<file path="src/logic/serial_port_regs.svh">
// Register offsets, field positions, reset values and timing counts of the serial port
`ifndef SERIAL_PORT_REGS_SVH
`define SERIAL_PORT_REGS_SVH

`define ADDR_SERIAL_CONTROL 4'h0
`define ADDR_TX_DATA 4'h1
`define ADDR_RX_DATA 4'h2
`define ADDR_ACCESS_CTRL 4'h3
`define ADDR_IRQ_STATUS 4'h4
`define ADDR_IRQ_ENABLE 4'h5
`define ADDR_IRQ_CLEAR 4'h6
`define ADDR_BAUD_DIV 4'h7

`define BIT_FE_OR_MODE_HIGH 7
`define BIT_MODE_LOW 6
`define BIT_MULTIPROC 5
`define BIT_RX_ENABLE 4
`define BIT_TX_NINTH 3
`define BIT_RX_NINTH 2
`define BIT_TX_DONE 1
`define BIT_RX_DONE 0

`define BIT_FE_SELECT 0
`define BIT_DOUBLE_SPEED 1

`define IRQ_TX_DONE 0
`define IRQ_RX_DONE 1
`define IRQ_FRAME_ERR 2

`define SERIAL_CONTROL_RESET 8'h00
`define BAUD_DIV_RESET 16'h001A
`define OSC_DIV_MODE0 16'h000C
`define OSC_DIV_MODE0_X2 16'h0006
`define OSC_DIV_MODE2 16'h0040
`define OSC_DIV_MODE2_X2 16'h0020

`endif

</file>
<file path="src/logic/serial_port_pkg.sv">
// Types shared by the serial port modules
package serial_port_pkg;
	typedef enum logic [1:0] {
		MODE_SHIFT = 2'h0,
		MODE_UART8 = 2'h1,
		MODE_UART9_FIXED = 2'h2,
		MODE_UART9_VAR = 2'h3
	} mode_type;

	typedef enum logic [3:0] {
		RX_IDLE = 4'h1,
		RX_START = 4'h2,
		RX_DATA = 4'h4,
		RX_STOP = 4'h8
	} rx_state_type;

	typedef enum logic [3:0] {
		TX_IDLE = 4'h1,
		TX_START = 4'h2,
		TX_DATA = 4'h4,
		TX_STOP = 4'h8
	} tx_state_type;
endpackage

</file>
<file path="src/logic/serial_tick_if.sv">
// Bit-rate tick bundle passed from the rate generator to the serial port core
`timescale 1ns/10ps
interface serial_tick_if;
	logic bit_tick;
	modport source (output bit_tick);
	modport sink (input bit_tick);
endinterface

</file>
<file path="src/logic/serial_port.sv">
// Serial port control, status, transmitter and receiver with an 8-bit control register
//
// Our own choices: the address-and-strobe port and the placing of the registers.
`timescale 1ns/10ps
`include "serial_port_regs.svh"

module serial_port
	import serial_port_pkg::*;
(
	input wire logic mclk_in,
	input wire logic reset_in,
	input wire logic [3:0] addr_in,
	input wire logic [7:0] wdata_in,
	input wire logic wr_in,
	input wire logic rd_in,
	output logic [7:0] rdata_out,
	input wire logic rxd_in,
	output logic txd_out,
	output logic shift_clk_out,
	output logic irq_out
);
	import serial_port_pkg::*;

	logic [7:0] ctrl_r;
	logic fe_r;
	logic [1:0] access_r;
	logic [15:0] baud_div_r;
	logic [2:0] irq_stat_r;
	logic [2:0] irq_en_r;
	logic [7:0] rdata_r;
	logic [7:0] rx_data_r;
	logic [2:0] rxd_sync_r;
	logic rxd_stable_r;
	mode_type mode;
	logic async_mode;
	logic nine_bit;
	logic fe_sel;
	logic wr_ctrl;
	logic tx_done_set;
	logic rx_done_set;
	logic fe_set;
	logic rx_ninth_load;
	logic rx_ninth_val;
	logic rx_byte_load;
	logic [7:0] rx_byte_val;
	logic tx_start;

	serial_tick_if tick_bus ();

	// Index of the last data bit; the ninth bit only counts in async frames
	function automatic logic [3:0] last_bit(input logic ninth);
		return ninth ? 4'h8 : 4'h7;
	endfunction

	assign mode = mode_type'(ctrl_r[`BIT_FE_OR_MODE_HIGH:`BIT_MODE_LOW]);
	assign async_mode = (mode != MODE_SHIFT);
	assign nine_bit = ctrl_r[`BIT_FE_OR_MODE_HIGH];
	assign fe_sel = access_r[`BIT_FE_SELECT];
	assign wr_ctrl = wr_in && addr_in == `ADDR_SERIAL_CONTROL;
	assign tx_start = wr_in && addr_in == `ADDR_TX_DATA;

	serial_bit_rate rate_gen (
		.mclk_in(mclk_in),
		.reset_in(reset_in),
		.mode_in(mode),
		.double_speed_in(access_r[`BIT_DOUBLE_SPEED]),
		.var_div_in(baud_div_r),
		.tick(tick_bus.source)
	);

	// Receive line: three stages, change accepted when the last two agree
	always_ff @(posedge mclk_in)
	begin
		if (reset_in)
			rxd_sync_r <= 3'h7;
		else
			rxd_sync_r <= {rxd_sync_r[1:0], rxd_in};
	end

	always_ff @(posedge mclk_in)
	begin
		if (reset_in)
			rxd_stable_r <= 1'b1;
		else if (rxd_sync_r[1] == rxd_sync_r[2])
			rxd_stable_r <= rxd_sync_r[2];
	end

	// Control register; hardware sets win over software writes in the same cycle
	always_ff @(posedge mclk_in)
	begin
		if (reset_in)
			ctrl_r <= `SERIAL_CONTROL_RESET;
		else
		begin
			if (wr_ctrl)
			begin
				ctrl_r[6:3] <= wdata_in[6:3];
				ctrl_r[`BIT_RX_NINTH] <= wdata_in[`BIT_RX_NINTH];
				ctrl_r[`BIT_TX_DONE] <= wdata_in[`BIT_TX_DONE];
				ctrl_r[`BIT_RX_DONE] <= wdata_in[`BIT_RX_DONE];
				if (!fe_sel)
					ctrl_r[`BIT_FE_OR_MODE_HIGH] <= wdata_in[`BIT_FE_OR_MODE_HIGH];
			end
			if (rx_ninth_load)
				ctrl_r[`BIT_RX_NINTH] <= rx_ninth_val;
			if (tx_done_set)
				ctrl_r[`BIT_TX_DONE] <= 1'b1;
			if (rx_done_set)
				ctrl_r[`BIT_RX_DONE] <= 1'b1;
		end
	end

	// Framing error: only a write of zero through the error view clears it
	always_ff @(posedge mclk_in)
	begin
		if (reset_in)
			fe_r <= 1'b0;
		else if (fe_set)
			fe_r <= 1'b1;
		else if (wr_ctrl && fe_sel && !wdata_in[`BIT_FE_OR_MODE_HIGH])
			fe_r <= 1'b0;
	end

	always_ff @(posedge mclk_in)
	begin
		if (reset_in)
		begin
			access_r <= 2'h0;
			baud_div_r <= `BAUD_DIV_RESET;
			irq_en_r <= 3'h0;
		end
		else if (wr_in)
		begin
			if (addr_in == `ADDR_ACCESS_CTRL)
				access_r <= wdata_in[1:0];
			if (addr_in == `ADDR_BAUD_DIV)
				baud_div_r <= {8'h00, wdata_in};
			if (addr_in == `ADDR_IRQ_ENABLE)
				irq_en_r <= wdata_in[2:0];
		end
	end

	// Sticky event status; a set in the clearing cycle survives
	always_ff @(posedge mclk_in)
	begin
		if (reset_in)
			irq_stat_r <= 3'h0;
		else
			irq_stat_r <= (irq_stat_r & ~((wr_in && addr_in == `ADDR_IRQ_CLEAR) ?
				wdata_in[2:0] : 3'h0)) | {fe_set, rx_done_set, tx_done_set};
	end

	assign irq_out = |(irq_stat_r & irq_en_r);

	always_ff @(posedge mclk_in)
	begin
		if (reset_in)
			rx_data_r <= 8'h00;
		else if (rx_byte_load)
			rx_data_r <= rx_byte_val;
	end

	always_ff @(posedge mclk_in)
	begin
		if (reset_in)
			rdata_r <= 8'h00;
		else if (rd_in)
		begin
			case (addr_in)
				`ADDR_SERIAL_CONTROL: rdata_r <= {fe_sel ? fe_r : ctrl_r[7], ctrl_r[6:0]};
				`ADDR_RX_DATA: rdata_r <= rx_data_r;
				`ADDR_ACCESS_CTRL: rdata_r <= {6'h00, access_r};
				`ADDR_IRQ_STATUS: rdata_r <= {5'h00, irq_stat_r};
				`ADDR_IRQ_ENABLE: rdata_r <= {5'h00, irq_en_r};
				`ADDR_BAUD_DIV: rdata_r <= baud_div_r[7:0];
				default: rdata_r <= 8'h00;
			endcase
		end
		else
			rdata_r <= 8'h00;
	end

	assign rdata_out = rdata_r;

	// Transmitter
	tx_state_type tx_state_r;
	logic [8:0] tx_shift_r;
	logic [3:0] tx_cnt_r;
	logic txd_r;
	logic tx_pend_r;

	always_ff @(posedge mclk_in)
	begin
		if (reset_in)
		begin
			tx_state_r <= TX_IDLE;
			tx_shift_r <= 9'h000;
			tx_cnt_r <= 4'h0;
			txd_r <= 1'b1;
			tx_pend_r <= 1'b0;
		end
		else
		begin
			if (tx_start && tx_state_r == TX_IDLE)
			begin
				tx_pend_r <= 1'b1;
				tx_shift_r <= {ctrl_r[`BIT_TX_NINTH], wdata_in};
			end
			if (tick_bus.bit_tick)
			begin
				case (tx_state_r)
					TX_IDLE:
						if (tx_pend_r)
						begin
							tx_pend_r <= 1'b0;
							tx_cnt_r <= 4'h0;
							txd_r <= async_mode ? 1'b0 : tx_shift_r[0];
							tx_state_r <= async_mode ? TX_START : TX_DATA;
							if (!async_mode)
								tx_shift_r <= {1'b0, tx_shift_r[8:1]};
						end
					TX_START:
					begin
						txd_r <= tx_shift_r[0];
						tx_shift_r <= {1'b0, tx_shift_r[8:1]};
						tx_state_r <= TX_DATA;
					end
					TX_DATA:
						if (tx_cnt_r == last_bit(nine_bit && async_mode))
						begin
							txd_r <= 1'b1;
							tx_state_r <= async_mode ? TX_STOP : TX_IDLE;
						end
						else
						begin
							tx_cnt_r <= tx_cnt_r + 4'h1;
							txd_r <= tx_shift_r[0];
							tx_shift_r <= {1'b0, tx_shift_r[8:1]};
						end
					TX_STOP: tx_state_r <= TX_IDLE;
					default: tx_state_r <= TX_IDLE;
				endcase
			end
		end
	end

	// Mode 0 flags at the end of bit eight; async modes as the stop bit begins
	assign tx_done_set = tick_bus.bit_tick && tx_state_r == TX_DATA &&
		tx_cnt_r == last_bit(nine_bit && async_mode);
	assign txd_out = txd_r;
	assign shift_clk_out = (mode == MODE_SHIFT) && tx_state_r == TX_DATA &&
		!tick_bus.bit_tick;

	// Receiver samples one tick after each edge; mid-bit sampling is traded for sharing one grid
	rx_state_type rx_state_r;
	logic [8:0] rx_shift_r;
	logic [3:0] rx_cnt_r;
	logic rx_last;
	logic accept;

	assign rx_last = rx_cnt_r == last_bit(nine_bit);
	// Filter: drop frames whose ninth or stop bit is zero when multiproc enabled
	assign accept = !(ctrl_r[`BIT_MULTIPROC] && async_mode) ||
		(nine_bit ? rx_shift_r[8] : rxd_stable_r);

	always_ff @(posedge mclk_in)
	begin
		if (reset_in)
		begin
			rx_state_r <= RX_IDLE;
			rx_shift_r <= 9'h000;
			rx_cnt_r <= 4'h0;
		end
		else if (tick_bus.bit_tick)
		begin
			case (rx_state_r)
				RX_IDLE:
					if (ctrl_r[`BIT_RX_ENABLE] && (!async_mode || !rxd_stable_r))
					begin
						rx_cnt_r <= 4'h0;
						rx_state_r <= RX_DATA;
					end
				RX_DATA:
				begin
					rx_shift_r <= nine_bit ? {rxd_stable_r, rx_shift_r[8:1]} :
						{1'b0, rxd_stable_r, rx_shift_r[7:1]};
					rx_cnt_r <= rx_cnt_r + 4'h1;
					if (rx_last)
						rx_state_r <= async_mode ? RX_STOP : RX_IDLE;
				end
				RX_STOP: rx_state_r <= RX_IDLE;
				default: rx_state_r <= RX_IDLE;
			endcase
		end
	end

	logic at_stop;
	logic at_last_data;
	assign at_stop = tick_bus.bit_tick && rx_state_r == RX_STOP;
	assign at_last_data = tick_bus.bit_tick && rx_state_r == RX_DATA && rx_last;

	assign fe_set = at_stop && fe_sel && async_mode && !rxd_stable_r;
	assign rx_byte_load = (!async_mode && at_last_data) || (at_stop && accept);
	assign rx_byte_val = async_mode ? rx_shift_r[7:0] : {rxd_stable_r, rx_shift_r[7:1]};
	// In async modes, receive done waits for the stop bit
	assign rx_done_set = async_mode ?
		(at_stop && accept) : at_last_data;
	assign rx_ninth_load = at_stop && accept;
	assign rx_ninth_val = nine_bit ? rx_shift_r[8] : rxd_stable_r;
endmodule

</file>
<file path="src/logic/serial_bit_rate.sv">
// Bit-rate generator: cycles per bit chosen by mode, with the speed setting in modes 0 and 2 and the divider in modes 1 and 3
`timescale 1ns/10ps
`include "serial_port_regs.svh"
module serial_bit_rate
	import serial_port_pkg::*;
(
	input wire logic mclk_in,
	input wire logic reset_in,
	input serial_port_pkg::mode_type mode_in,
	input wire logic double_speed_in,
	input wire logic [15:0] var_div_in,
	serial_tick_if.source tick
);
	logic [15:0] count_r;
	logic [15:0] period;

	always_comb
	begin
		case (mode_in)
			MODE_SHIFT: period = double_speed_in ? `OSC_DIV_MODE0_X2 : `OSC_DIV_MODE0;
			MODE_UART9_FIXED: period = double_speed_in ? `OSC_DIV_MODE2_X2 : `OSC_DIV_MODE2;
			default: period = (var_div_in == 16'h0000) ? 16'h0001 : var_div_in;
		endcase
	end

	// Free-running so both directions share one bit grid
	always_ff @(posedge mclk_in)
	begin
		if (reset_in || count_r >= period - 16'h0001)
			count_r <= 16'h0000;
		else
			count_r <= count_r + 16'h0001;
	end

	assign tick.bit_tick = (count_r == 16'h0000);
endmodule

</file>
<file path="config.mk">
export PLATFORM = sky130hd
export DESIGN_NAME = serial_port
export DESIGN_NICKNAME = d
export VERILOG_FILES = /design/src/logic/serial_port_pkg.sv /design/src/logic/serial_tick_if.sv /design/src/logic/serial_port.sv /design/src/logic/serial_bit_rate.sv
export VERILOG_INCLUDE_DIRS = /design/src /design/src/logic
export SDC_FILE = /design/constraint.sdc
export NUM_CORES = 1
export LEC_CHECK = 0
export BUFFER_PORTS_ARGS = -buffer_cell sky130_fd_sc_hd__buf_2
export CAP_MARGIN = 25
export CORE_MARGIN = 1.5
export CORE_UTILIZATION = 44
export CTS_CLUSTER_DIAMETER = 40
export DETAILED_ROUTE_END_ITERATION = 10
export PLACE_DENSITY_LB_ADDON = 0.25
export SLEW_MARGIN = 20
export SYNTH_ARGS = -nofsm -noshare
export SYNTH_HDL_FRONTEND = slang
export SYNTH_HIERARCHICAL = 1
export SYNTH_SLANG_ARGS = --single-unit
export TNS_END_PERCENT = 10
</file>
<file path="constraint.sdc">
create_clock -name mclk_in -period 8.5 [get_ports mclk_in]
set_input_delay 1.7 -clock mclk_in [delete_from_list [all_inputs] [get_ports mclk_in]]
set_output_delay 1.7 -clock mclk_in [all_outputs]
set_load 0.01 [all_outputs]
</file>
Word level (Yosys, flattened, before mapping)
Cells that the tools add are included.
{"block": "word_totals", "ff_bits": 97, "inputBits": 17, "word_cells": 156}
{"block": "op_classes", "n_addsub": 4, "order_cmp": 1, "eq_ne": 22, "n_mux": 46, "bitwise": 6, "reduce_logical": 54}
{"cell": "9-bit two-way mux", "count": 6}
{"cell": "8-bit one-hot mux with 6 select lines", "count": 1}
{"cell": "4-bit two-way mux", "count": 11}
{"cell": "16-bit logical NOT", "count": 2}
{"cell": "16-bit one-hot mux with 2 select lines", "count": 1}
{"cell": "9-bit one-hot mux with 3 select lines", "count": 1}
{"cell": "4-bit by 3-bit == test with 1-bit output (second input constant)", "count": 6}
{"cell": "4-bit one-hot mux with 2 select lines", "count": 3}
{"cell": "1-bit logical AND", "count": 21}
{"cell": "16-bit by 1-bit adder with 16-bit output (second input constant)", "count": 1}
{"cell": "16-bit >= comparator", "count": 1}
{"cell": "8-bit two-way mux", "count": 2}
{"cell": "16-bit by 1-bit subtractor with 16-bit output (second input constant)", "count": 1}
{"cell": "1-bit two-way mux", "count": 15}
{"cell": "2-bit nonzero test", "count": 7}
{"cell": "4-bit by 1-bit == test with 1-bit output (second input constant)", "count": 3}
{"cell": "4-bit by 2-bit == test with 1-bit output (second input constant)", "count": 3}
{"cell": "4-bit one-hot mux with 3 select lines", "count": 1}
{"cell": "3-bit AND reduction", "count": 4}
{"cell": "2-bit != test (second input constant)", "count": 5}
{"cell": "2-bit AND reduction", "count": 5}
{"cell": "3-bit two-way mux", "count": 3}
{"cell": "4-bit by 1-bit adder with 4-bit output (second input constant)", "count": 2}
{"cell": "4-bit == test", "count": 2}
{"cell": "other kinds (17)", "count": 26}

Logic depth before layout (Yosys ltp)
Gate-level depths: netlist (run 1).
{"block": "depth", "word_depth": 8, "mapped_depth": 16}

Cells and area by module
Netlist (run 1), hierarchy kept.
{"module": "serial_port", "instances": 1, "cells_per_inst": 432, "area_per_inst_um2": 3763.6, "seq_area_each_um2": 1601.5}
{"module": "serial_bit_rate", "instances": 1, "cells_per_inst": 188, "area_per_inst_um2": 1531.5, "seq_area_each_um2": 320.3}

Worst setup path after synthesis (run 1)
No wires, ideal clock.
{"block": "synth_path", "kind": "input-to-reg", "startpoint": "in addr_in[2]", "endpoint": "reg tx_shift_r[8]", "setup_ps": 116, "arrival_ps": 3320, "t_required_ps": 8384, "slack_ps": 5065, "path_stages": 7, "path_cell_list": "clkbuf_1 > or3b_1 > clkbuf_1 > or3_1 > buf_6 > mux2_4 > and3_1"}
{"block": "synth_between", "elab_chain_cells": 8, "elab_cells_between_ends": 9}
{"element": "start, declared", "line_no": "serial_port.sv:12", "source": "input wire logic [3:0] addr_in,"}
{"element": "4-bit by 1-bit == test with 1-bit output (no line) (*)"}
{"element": "1-bit logical AND (no line) (*)"}
{"element": "1-bit logical AND (*)", "line_no": "serial_port.sv:204", "source": "if (tx_start && tx_state_r == TX_IDLE)"}
{"element": "9-bit two-way mux (*)", "line_no": "serial_port.sv:204"}
{"element": "9-bit two-way mux", "line_no": "serial_port.sv:219", "source": "if (!async_mode)"}
{"element": "9-bit two-way mux", "line_no": "serial_port.sv:213", "source": "if (tx_pend_r)"}
{"element": "9-bit one-hot mux with 3 select lines", "line_no": "serial_port.sv:211", "source": "case (tx_state_r)"}
{"element": "9-bit two-way mux (*)", "line_no": "serial_port.sv:209", "source": "if (tick_bus.bit_tick)"}
{"element": "end signal, assigned", "line_no": "serial_port.sv:207", "source": "tx_shift_r <= {ctrl_r[`BIT_TX_NINTH], wdata_in};"}
{"element": "end signal, assigned", "line_no": "serial_port.sv:220", "source": "tx_shift_r <= {1'b0, tx_shift_r[8:1]};"}
{"element": "end signal, assigned", "line_no": "serial_port.sv:225", "source": "tx_shift_r <= {1'b0, tx_shift_r[8:1]};"}
{"element": "end, declared", "line_no": "serial_port.sv:187", "source": "logic [8:0] tx_shift_r;"}
Mark *: on every way between the ends. The rest lies on a longest branch, timed or not.
A chain may end at the register's enable or synchronous reset.

Worst setup path after layout (run 1)
{"block": "layout_path", "startpoint": "reg rate_gen.count_r[0]", "endpoint": "out shift_clk_out"}
{"block": "layout_between", "elab_chain_cells": 3}
{"element": "start, declared", "line_no": "serial_bit_rate.sv:14", "source": "logic [15:0] count_r;"}
{"element": "start signal, assigned", "line_no": "serial_bit_rate.sv:32", "source": "count_r <= count_r + 16'h0001;"}
{"element": "16-bit logical NOT", "line_no": "serial_bit_rate.sv:35", "source": "assign tick.bit_tick = (count_r == 16'h0000);"}
{"element": "via tick_bus.bit_tick", "line_no": "serial_tick_if.sv:4", "source": "logic bit_tick;"}
{"element": "1-bit logical NOT", "line_no": "serial_port.sv:252", "source": "!tick_bus.bit_tick;"}
{"element": "1-bit logical AND", "line_no": "serial_port.sv:251", "source": "assign shift_clk_out = (mode == MODE_SHIFT) && tx_state_r == TX_DATA &&"}
{"element": "end, declared", "line_no": "serial_port.sv:19", "source": "output logic shift_clk_out,"}
The timed path passes the listed nets, and every way through them passes these cells.

==> metrics.md, run 1 <==
| Metric | Value |
|---|---|
| Status | `finished clean` |
| Post-synth EDFFs | `0` |
| Cells after Synth | `620` |
| F_max | `0.260 GHz` |
| Power share of the combinational group | `11.4%` |
| Hold Path Class | `reg2reg` |
| Worst Tran Pin Value | `about 0.88 ns` |
| Largest net degree at the start of global routing | `67` |
| CTS tree | `yes` |
| Clock power share | `between 40% and 50%` |
| Final hold violations | `0` |
| Crit-path cells | `inv_1 > ha_1 > nor4b_1 > and4_1 > nor3_1 > buf_2` |
| Most used DFF post-synth | `dfxtp_1` |
| Switching Share | `27.0%` |
| Post-route ant nets | `0` |
| Drt drc | `0` |
| Clk sinks | `96` |
| Post-CTS Setup Inserts | `0` |
| Period minus WS final | `roughly 3.8 ns` |
| Leak Pwr | `2.26 nW` |
| Final nets | `695` |
| Seq/Total Area, Yosys | `between 30 and 40%` |
| Crit path kind | `reg2out` |
| Slew Limit Fails | `0` |
| Global-route wire length before repair | `between 20 and 25 mm` |
| Post-CTS Hold Fix Bufs | `0` |
| Warnings, synthesis | `6` |
| IO Pins | `28` |
| Final core utilization | `51.1%` |
| CP max stage cell | `and4_1` |
| Core box area | `roughly 12,000 um2` |
| H-Tree Depth | `3` |
| Clk slew on worst S/H paths | `0.07 ns` |
| Post-CTS resize count | `0` |
| Die W | `113 um` |
| Root Driver | `clkbuf_16` |
| Delay-heaviest family, CP | `simple AND/OR/NAND/NOR gates` |
| Gr usage total | `21.4%` |
| Critical path's largest stage delay | `0.63 ns` |
| CP Capture Type | `output pin` |
| DRT iter0 DRCs | `341` |
| Remaining Overflow, GRT | `0` |
| Int Power | `0.000742 W` |
| Placed Cells | `789` |
| Buf+Inv Stages, Crit Path | `2` |
| Worst path required time | `6.80 ns` |
| DIE AREA | `roughly 13,000 um2` |
| Layout cells sized above 1 | `10.6%` |
| Post-place setup slack | `approximately 4.6 ns` |
| Synth-to-Final Area Change | `11.5%` |
| Sequential share of power | `between 40 and 50%` |
| MaxCap Viol Count | `0` |
| Flops & latches, synth | `96` |
| Async set or reset register ratio after synthesis | `0%` |
| Avg WL per Cell | `16.1 um` |
| Final setup skew | `0.0102 ns` |
| Vias per inst | `5.81` |
| Worst hold margin | `between 0.4 and 0.5 ns` |
| Routed wire length | `13.0 mm` |
| Port Buffers | `27` |
| Routability cong. | `0.817` |
| Clock buffer depth | `2` |
| Core Rows | `39` |
| TritonCTS buffer count | `9` |
| Die height | `113 um` |
| Non-filler cells, final | `805` |
| Post-Syn Area | `approximately 5300 um2` |
| Initial Utilization | `about 46%` |
| Synth cell types | `68` |
| Router iterations before antenna repair | `5` |
| Final worst slack | `4.65 ns` |
| Antenna Cells | `0` |
| Startpoint types | `register` |
| Final setup violating endpoints | `0` |
| Clock latency on the worst-skew pair | `0.36 ns` |
| Final period util | `a little under half` |
| Initial antenna violation count | `0` |
| Sw power | `0.000274 W` |
| Post-DP HPWL | `9.24 mm` |
| P per Cell Area | `172 nW/um2` |
| Unrepaired setup endpoints after global routing | `false` |
| Syn Area/Cell | `8.54 um2` |
| Arrival time worst endpoint | `2.15 ns` |
| TNS Setup | `0 ns` |
| Vias in the first global route | `4,274` |
| Slew HR | `41.3%` |
| Max VDD drop | `0.144 mV` |
| Via count | `4,674` |
| CP Max Fanout | `17` |
worst paths after layout:
path | depth (start not counted) | from | slack, ns | end
worst max register to register | 14 | ctrl_r[7] | 4.75 | rate_gen/count_r[12]
worst max-delay path | 6 | rate_gen/count_r[0] | 4.65 | shift_clk_out
worst min-delay path | 1 | rxd_sync_r[0] | 0.41 | rxd_sync_r[1]
worst min register to register | 1 | rxd_sync_r[0] | 0.41 | rxd_sync_r[1]
layout make-up:
| type | count | area, um2 |
|---|---|---|
| inverters | 11 | 41.3 |
| multi-input cells | 508 | 3290 |
| clock buffers | 10 | 229 |
| repair buffers | 31 | 165 |
| clock inverters | 6 | 75.1 |
| flip-flops and latches | 96 | 1920 |
| well taps | 143 | 179 |
| fillers | 1085 | 5660 |
power by group through the flow:
| stage | Combinational [W] | Sequential (W) | Clock, W |
|---|---|---|---|
| after floorplan | 0.000101 | 0.000479 | 0 |
| after global placement | 0.000111 | 0.000486 | 0 |
| after detailed placement | 0.000113 | 0.000487 | 0 |
| after CTS | 0.000114 | 0.000476 | 0.000431 |
| after global routing | 0.000128 | 0.000479 | 0.000446 |
| final | 0.000116 | 0.000477 | 0.000424 |
synth_stat cells, types with 6 or more instances:
master	count	share of area (%)
a221oi_1	8	1.3
nand2b_1	11	1.3
xor2_1	13	2.2
dfxtp_1	96	36
a211oi_1	27	3.8
nor4_1	7	0.83
xnor2_1	12	2.0
and3_1	6	0.71
inv_1	11	0.78
a22oi_1	7	0.99
a31oi_1	8	0.95
nand3_1	13	1.2
a21o_1	6	0.85
nand4_1	8	0.95
ha_1	21	5.0
clkbuf_1	26	1.8
nand2_1	64	4.5
nor3_1	26	2.5
nor2b_1	9	1.1
nor2_1	53	3.8
o21ai_0	25	2.4
o21a_1	7	0.99
a2bb2oi_1	6	0.99
mux2i_1	30	5.7
a21oi_1	36	3.4
layer usage:
metal / track usage, % / wire length (um) / vias to the layer above
met5: 0 / 0 / -
met4: 6.67 / 197 / 0
met3: 5.30 / 726 / 17
met2: 32.2 / 5720 / 127
met1: 30.1 / 6340 / 2197
li1: - / - / 2333
worst register-to-register path, stage by stage, from the launching register on:
cell and delay [ns]:
dfxtp_1 0.76, nor3b_1 0.17, a21oi_1 0.19, ha_1 0.32, nor4b_4 0.33, nand2_1 0.11
xnor2_1 0.14, nand2_1 0.07, ha_1 0.30, nand4_1 0.13, nor2_1 0.13, nor2_1 0.05
a21oi_1 0.56, buf_4 0.29, nor3_1 0.07
sequential cells by signal (all words and copies together), names as in the netlist, 4 cells and up:
| name | flops |
|---|---|
| baud_div_r | 8 |
| ctrl_r | 8 |
| rate_gen/count_r | 16 |
| rdata_out | 8 |
| rx_cnt_r | 4 |
| rx_data_r | 8 |
| rx_shift_r | 9 |
| tx_cnt_r | 4 |
| tx_shift_r | 9 |
| tx_state_r | 4 |
cell usage in the layout, fill, tap and decap left out, drive strengths merged, types with 14 or more instances in the layout:
cell type	instances
inv	14
mux2i	30
o21ai	27
buf	31
a21oi	36
nand2	64
nor3	26
conb	30
ha	21
nor2	53
a211oi	27
dfxtp	96
metrics by stage:
| step | area, um2 | total power [W] |
|---|---|---|
| 2_1_floorplan | 5400 | 0.000580 |
| 3_3_place_gp | 5590 | 0.000597 |
| 3_5_place_dp | 5600 | 0.000600 |
| 4_1_cts | 5900 | 0.00102 |
| 5_1_grt | 5910 | 0.00105 |
| 6_report | 5910 | 0.00102 |
cell families after synthesis:
family,share of synthesized area (%)
XOR/XNOR,4.14
AND/OR/NAND/NOR,24.6
AO/OA/AOI/OAI,19.5
flip-flops,36.3
other,0.0708
buffers and inverters,3.78
adder cells (fa/ha/maj),4.96
multiplexers,6.66
Note: power is estimated with default switching activity, not from simulation.
==> inputs of run 2 (changes only) <==
==> constraint.sdc (replaced) <==
create_clock -name mclk_in -period 3.15 [get_ports mclk_in]
set_input_delay 0.63 -clock mclk_in [delete_from_list [all_inputs] [get_ports mclk_in]]
set_output_delay 0.63 -clock mclk_in [all_outputs]
set_load 0.01 [all_outputs]
==> metrics.md, run 2 (synthesis results as in run 1) <==
| Metric | Value |
|---|---|
| Final core utilization | `54.3% (+3.2 points)` |
| Die W | `113 um (unchanged)` |
| Clock power share | `42.3% (+0.6 points)` |
| CP Capture Type | `register` |
| Startpoint types | `register` |
| Clock buffer depth | `2 (unchanged)` |
| Worst setup path start | `baud_div_r[6]` |
| Post-CTS Hold Fix Bufs | `0 (unchanged)` |
| Crit-path cells | `or4_4 > nor3_1 > a21o_1 > nor3_1 > o21ai_1 > ha_1 > a21o_1 > a21o_1 > a211oi_2 > o21ai_4 > clkbuf_16 > nor3_1` |
| Largest net degree at the start of global routing | `43 (-36%)` |
| Avg WL per Cell | `16.1 um (about the same)` |
| Power share of the combinational group | `11.9% (+0.5 points)` |
| Final nets | `722 (+3.9%)` |
| Initial Utilization | `45.8% (unchanged)` |
| Fillcell total | `1,034 (-4.7%)` |
| Final hold violations | `0 (unchanged)` |
| Critical path's largest stage delay | `0.57 ns (-0.06 ns)` |
| Largest Register | `rate_gen/count_r` |
| Vias per inst | `5.76 (-0.84%)` |
| Antenna Cells | `0 (unchanged)` |
| Initial antenna violation count | `0 (unchanged)` |
| Sw power | `0.000719 W (+160%)` |
| Worst Tran Pin Value | `0.851 ns (-0.0288 ns)` |
| IO Pins | `28 (unchanged)` |
| Post-DP HPWL | `9.51 mm (+2.9%)` |
| Drt drc | `0 (unchanged)` |
| R2r worst-path depth | `12 (-2)` |
| Hold Path Class | `reg2reg` |
| Vias in the first global route | `4,425 (+3.5%)` |
| Sequential share of power | `45.7% (-1.2 points)` |
| Placed Cells | `812 (+2.9%)` |
| Remaining Overflow, GRT | `0 (unchanged)` |
| Gr usage total | `21.6% (+0.27 points)` |
| Final setup skew | `0.0109 ns (+0.000786 ns)` |
| DIE AREA | `12,700 um2 (unchanged)` |
| Clk sinks | `96 (unchanged)` |
| Most common cell after layout, fill and taps aside | `dfxtp_1` |
| Routability cong. | `0.878 (+7.4%)` |
| CP Capture Point | `rate_gen/count_r[9]` |
| Largest regs | `rate_gen/count_r: 16 flops, rx_shift_r: 9 flops, tx_shift_r: 9 flops` |
| Root Driver | `clkbuf_16` |
| Non-filler cells, final | `832 (+3.4%)` |
| Post-route ant nets | `0 (unchanged)` |
| Clock latency on the worst-skew pair | `0.36 ns (about the same)` |
| Slew HR | `43.2% (+1.9 points)` |
| Final Power | `0.00281 W (+180%)` |
| Layout cells sized above 1 | `17.0% (+6.4 points)` |
| H-Tree Depth | `3 (unchanged)` |
| Crit path kind | `reg2reg` |
| Max VDD drop | `0.252 mV (+75%)` |
| TritonCTS buffer count | `9 (unchanged)` |
| Status | `finished with violations` |
| Routed wire length | `13.4 mm (+3.3%)` |
| Seq. cell area | `1920 um2 (+0.13%)` |
| Arrival time worst endpoint | `3.46 ns (+1.31 ns)` |
| Clk slew on worst S/H paths | `0.07 ns (about the same)` |
| Final setup violating endpoints | `12 (+12)` |
| Final worst slack | `-0.0326 ns (-4.68 ns)` |
| DRT iter0 DRCs | `366 (+7.3%)` |
| Violated checks | `setup timing` |
| Int Power | `0.00209 W (+180%)` |
| Largest register FFs | `16 (unchanged)` |
| Worst reg2reg startpoint | `baud_div_r[6]` |
| Leak Pwr | `2.44 nW (+8.0%)` |
| CP max stage cell | `or4_4` |
| Via count | `4,790 (+2.5%)` |
| Hold path depth | `1 (unchanged)` |
| Worst hold margin | `0.413 ns (-0.000992 ns)` |
| FF-to-FF End | `rate_gen/count_r[9]` |
| Port Buffers | `27 (unchanged)` |
| Final period util | `101%` |
| CP Max Fanout | `8 (-9)` |
| P per Cell Area | `448 nW/um2 (+160%)` |
| F_max | `0.314 GHz` |
| Die height | `113 um (unchanged)` |
| Router iterations before antenna repair | `5 (unchanged)` |
| Core box area | `11,600 um2 (unchanged)` |
| CTS tree | `yes` |
| Synth-to-Final Area Change | `18.5%` |
| R2R Setup Slk | `-0.03 ns (-4.78 ns)` |
| Multi-input gate area | `3410 um2 (+3.6%)` |
| MaxCap Viol Count | `0 (unchanged)` |
| Core Rows | `39 (unchanged)` |
| Worst path required time | `3.43 ns (-3.37 ns)` |
| Most frequent cells in the layout | `94 x dfxtp_1, 63 x nand2_1, 51 x nor2_1` |
| Slew Limit Fails | `0 (unchanged)` |
| Period minus WS final | `about 3.2 ns` |
| Unrepaired setup endpoints after global routing | `true` |
| Switching Share | `25.6% (-1.4 points)` |
| Global-route wire length before repair | `22.0 mm (+1.4%)` |
## run 2: changes by cell type in the layout (fill, tap and decap cells not counted), moves of 2 or more
cell,before,now
nor3_4,0,3
nor3_1,26,17
dfxtp_1,96,94
buf_4,4,29
dfxtp_2,0,2
ha_1,21,19
a211oi_2,0,2
ha_2,0,2
clkinv_2,0,2
nor3_2,0,6
a211oi_1,27,25
## run 2: area by class of cell
type,instances,share of cell area [%]
Multi-Input combinational cell,508,54.4
Clock buffer,10,3.65
Sequential cell,96,30.7
Timing Repair Buffer,58,6.34
Inverter,11,0.658
Clock inverter,6,1.44
Tap cell,143,2.85
## run 2: routing by layer
layer / vias up / global-route usage [%] / part of all wire, %
met3: 18 / 3.80 / 4.3
met5: - / 0 / 0
met1: 2275 / 30.1 / 50
met2: 111 / 33.8 / 45
li1: 2386 / - / -
met4: 0 / 7.68 / 1.6
## run 2: worst min-delay path by stage
stage	startpoint	to	slack, ns
CTS	rxd_sync_r[0]	rxd_sync_r[1]	0.41
floorplan	rxd_sync_r[0]	rxd_sync_r[1]	0.39
global route	rxd_sync_r[0]	rxd_sync_r[1]	0.42
detailed placement	rxd_sync_r[0]	rxd_sync_r[1]	0.39
global placement	rxd_sync_r[0]	rxd_sync_r[1]	0.40
finish	rxd_sync_r[0]	rxd_sync_r[1]	0.41
## run 2: worst max-delay path: cells and delay by family, from the launching register on
kind                     cells  cell delay (ns)
adder cells (fa/ha/maj)      1             0.28
buffers and inverters        1             0.19
flip-flops                   1             0.31
AO/OA/AOI/OAI                6             1.28
AND/OR/NAND/NOR              4             1.04
## run 2: through the flow
stage          cell area, um2  setup TNS [ns]  worst slack [ns]
5_1_grt                  6280           -3.56            -0.269
3_5_place_dp             5770           -2.97            -0.226
4_1_cts                  6130               0            0.0271
3_3_place_gp             5770           -1.10           -0.0742
6_report                 6280          -0.187           -0.0326
2_1_floorplan            5420               0           0.00689
## run 2: timing repair
item | CTS | global route
pin swaps | 2 | 18
resized for setup | 3 | 23
endpoints found under the hold margin | 0 | 0
gates cloned | 0 | 1
setup endpoints to repair | 16 | 16
buffers inserted | 1 | 2
## run 2: power by group through the flow
stage | registers (W) | logic, W | clock network (W)
after floorplan | 0.00129 | 0.000272 | 0
after global placement | 0.00131 | 0.000313 | 0
after detailed placement | 0.00131 | 0.000316 | 0
after global routing | 0.00129 | 0.000370 | 0.00127
final | 0.00129 | 0.000335 | 0.00119
after CTS | 0.00128 | 0.000323 | 0.00121
==> inputs of run 3 (changes only) <==
--- a/config.mk
+++ b/config.mk
@@ -13,6 +13,7 @@
 export CTS_CLUSTER_DIAMETER = 40
 export DETAILED_ROUTE_END_ITERATION = 10
 export PLACE_DENSITY_LB_ADDON = 0.25
+export SKIP_CTS_REPAIR_TIMING = 1
 export SLEW_MARGIN = 20
 export SYNTH_ARGS = -nofsm -noshare
 export SYNTH_HDL_FRONTEND = slang
==> metrics.md, run 3 (synthesis results as in run 1) <==
| Metric | Value |
|---|---|
| Status | `finished with violations` |
| Violated checks | `setup timing` |
| DIE AREA | `12,700 um2 (unchanged)` |
| Gr usage total | `21.4% (-0.22 points)` |
| Most frequent cells in the layout | `94 x dfxtp_1, 63 x nand2_1, 52 x nor2_1` |
| FF-to-FF End | `rate_gen/count_r[7]` |
| Post-DP HPWL | `9.51 mm (unchanged)` |
| Unrepaired setup endpoints after global routing | `true` |
| Max VDD drop | `0.250 mV (-0.98%)` |
| Final core utilization | `53.8% (-0.42 points)` |
| Initial antenna violation count | `0 (unchanged)` |
| Final setup violating endpoints | `6 (-6)` |
| Non-filler cells, final | `832 (unchanged)` |
| Largest regs | `rate_gen/count_r: 16 flops, rx_shift_r: 9 flops, tx_shift_r: 9 flops` |
| Worst path required time | `3.42 ns (about the same)` |
| Port Buffers | `27 (unchanged)` |
| Final worst slack | `-0.0128 ns (+0.0198 ns)` |
| R2r worst-path depth | `16 (+4)` |
| Worst Tran Pin Value | `0.854 ns (+0.00231 ns)` |
| Post-place setup slack | `-0.226 ns (unchanged)` |
| Largest Register | `rate_gen/count_r` |
| Global-route wire length before repair | `21.8 mm (-0.94%)` |
| IO Pins | `28 (unchanged)` |
| Clk sinks | `96 (unchanged)` |
| F_max | `0.316 GHz (+0.63%)` |
| Slew HR | `43.1% (-0.15 points)` |
| Clk slew on worst S/H paths | `0.07 ns (about the same)` |
| Placed Cells | `812 (unchanged)` |
| Core Rows | `39 (unchanged)` |
| Final hold violations | `0 (unchanged)` |
| Multi-input gate area | `3370 um2 (-1.4%)` |
| Die W | `113 um (unchanged)` |
| Min-delay src | `rxd_sync_r[0]` |
| CP Max Fanout | `8 (unchanged)` |
| CP Capture Type | `register` |
| TNS Setup | `-0.0245 ns (+0.163 ns)` |
| Most common cell after layout, fill and taps aside | `dfxtp_1` |
| R2R Setup Slk | `-0.01 ns (+0.02 ns)` |
| Worst hold margin | `0.410 ns (-0.00350 ns)` |
| Largest net degree at the start of global routing | `43 (unchanged)` |
| Worst reg2reg startpoint | `baud_div_r[0]` |
| Synth-to-Final Area Change | `17.6%` |
| Largest register FFs | `16 (unchanged)` |
| Arrival time worst endpoint | `3.44 ns (-0.02 ns)` |
| Hold Path Class | `reg2reg` |
| Final period util | `100% (-0.63 points)` |
| Routed wire length | `13.4 mm (about the same)` |
| Vias in the first global route | `4,372 (-1.2%)` |
| Layout cells sized above 1 | `16.0% (-1.0 points)` |
| Core box area | `11,600 um2 (unchanged)` |
| Drt drc | `0 (unchanged)` |
| Hold path depth | `1 (unchanged)` |
| CTS tree | `yes` |
| Routability cong. | `0.878 (unchanged)` |
| Clock buffer depth | `2 (unchanged)` |
| Remaining Overflow, GRT | `0 (unchanged)` |
| Antenna Cells | `0 (unchanged)` |
| TritonCTS buffer count | `9 (unchanged)` |
| Slew Limit Fails | `0 (unchanged)` |
| Final setup skew | `0.0107 ns (-0.000263 ns)` |
| Die height | `113 um (unchanged)` |
| Initial Utilization | `45.8% (unchanged)` |
| P per Cell Area | `451 nW/um2 (+0.72%)` |
| Leak Pwr | `2.43 nW (-0.17%)` |
| Period minus WS final | `3.16 ns (-0.0198 ns)` |
| Hold endpoint | `rxd_sync_r[1]` |
| Vias per inst | `5.77 (+0.21%)` |
| Clock latency on the worst-skew pair | `0.36 ns (about the same)` |
| DRT iter0 DRCs | `349 (-4.6%)` |
| Root Driver | `clkbuf_16` |
| Router iterations before antenna repair | `5 (unchanged)` |
| Startpoint types | `register` |
| Fillcell total | `1,048 (+1.4%)` |
| Via count | `4,800 (+0.21%)` |
| Post-route ant nets | `0 (unchanged)` |
| H-Tree Depth | `3 (unchanged)` |
| Crit path kind | `reg2reg` |
| Seq. cell area | `1920 um2 (unchanged)` |
| Avg WL per Cell | `16.1 um (about the same)` |
| MaxCap Viol Count | `0 (unchanged)` |
| Final nets | `722 (unchanged)` |
run 3: cell types whose count changed in the layout (fill, tap and decap cells not counted):
cell    before  now
nor3_4       3    0
nor3_1      17   22
nor3_2       6    4
ha_1        19   20
ha_2         2    1
nor2_1      51   52
nor2_2       2    1
run 3: layout make-up:
cell class	count	share of cell area (%)
Multi-Input combinational cell	508	54.0
Sequential cell	96	30.9
Timing Repair Buffer	58	6.39
Clock buffer	10	3.68
Tap cell	143	2.87
Clock inverter	6	1.45
Inverter	11	0.663
run 3: layer usage:
layer  global-route usage, %  up-vias  share of wire, %
met4                    7.68        0               1.6
met5                       0        -                 0
met2                    32.8      106                45
met1                    30.4     2291                49
met3                    3.80       19               4.3
li1                        -     2384                 -
run 3: worst max-delay path, stage by stage, from the launching register on:
cell       delay, ns
dfxtp_2         0.34
nor2_2          0.04
and4b_1         0.18
nor4b_4         0.13
o21ai_1         0.20
ha_2            0.22
nor4b_4         0.26
nand3b_1        0.13
xnor2_1         0.18
nand2_1         0.10
ha_1            0.22
a21o_1          0.16
a21o_1          0.19
a211oi_2        0.25
o21ai_4         0.12
clkbuf_16       0.18
nor3_2          0.17
run 3: worst max-delay path by stage:
stage	startpoint	endpoint	slack, ns
global placement	baud_div_r[0]	rate_gen/count_r[8]	-0.07
global route	baud_div_r[0]	rate_gen/count_r[4]	-0.20
CTS	baud_div_r[0]	rate_gen/count_r[7]	-0.25
detailed placement	baud_div_r[0]	rate_gen/count_r[7]	-0.23
floorplan	ctrl_r[6]	rate_gen/count_r[11]	0.007
finish	baud_div_r[0]	rate_gen/count_r[7]	-0.01
run 3: through the flow:
stage | total power (W) | cell area, um2
finish | 0.00281 | 6230
global placement | 0.00162 | 5770
global route | 0.00292 | 6230
floorplan | 0.00157 | 5420
CTS | 0.00282 | 6090
detailed placement | 0.00163 | 5770
run 3: power by group:
group / switching, W / total [W] / leakage, nW / internal (W)
Sequential: 0.0000421 / 0.00129 / 0.776 / 0.00124
Clock: 0.000489 / 0.00119 / 0.159 / 0.000702
Combinational: 0.000187 / 0.000334 / 1.50 / 0.000147
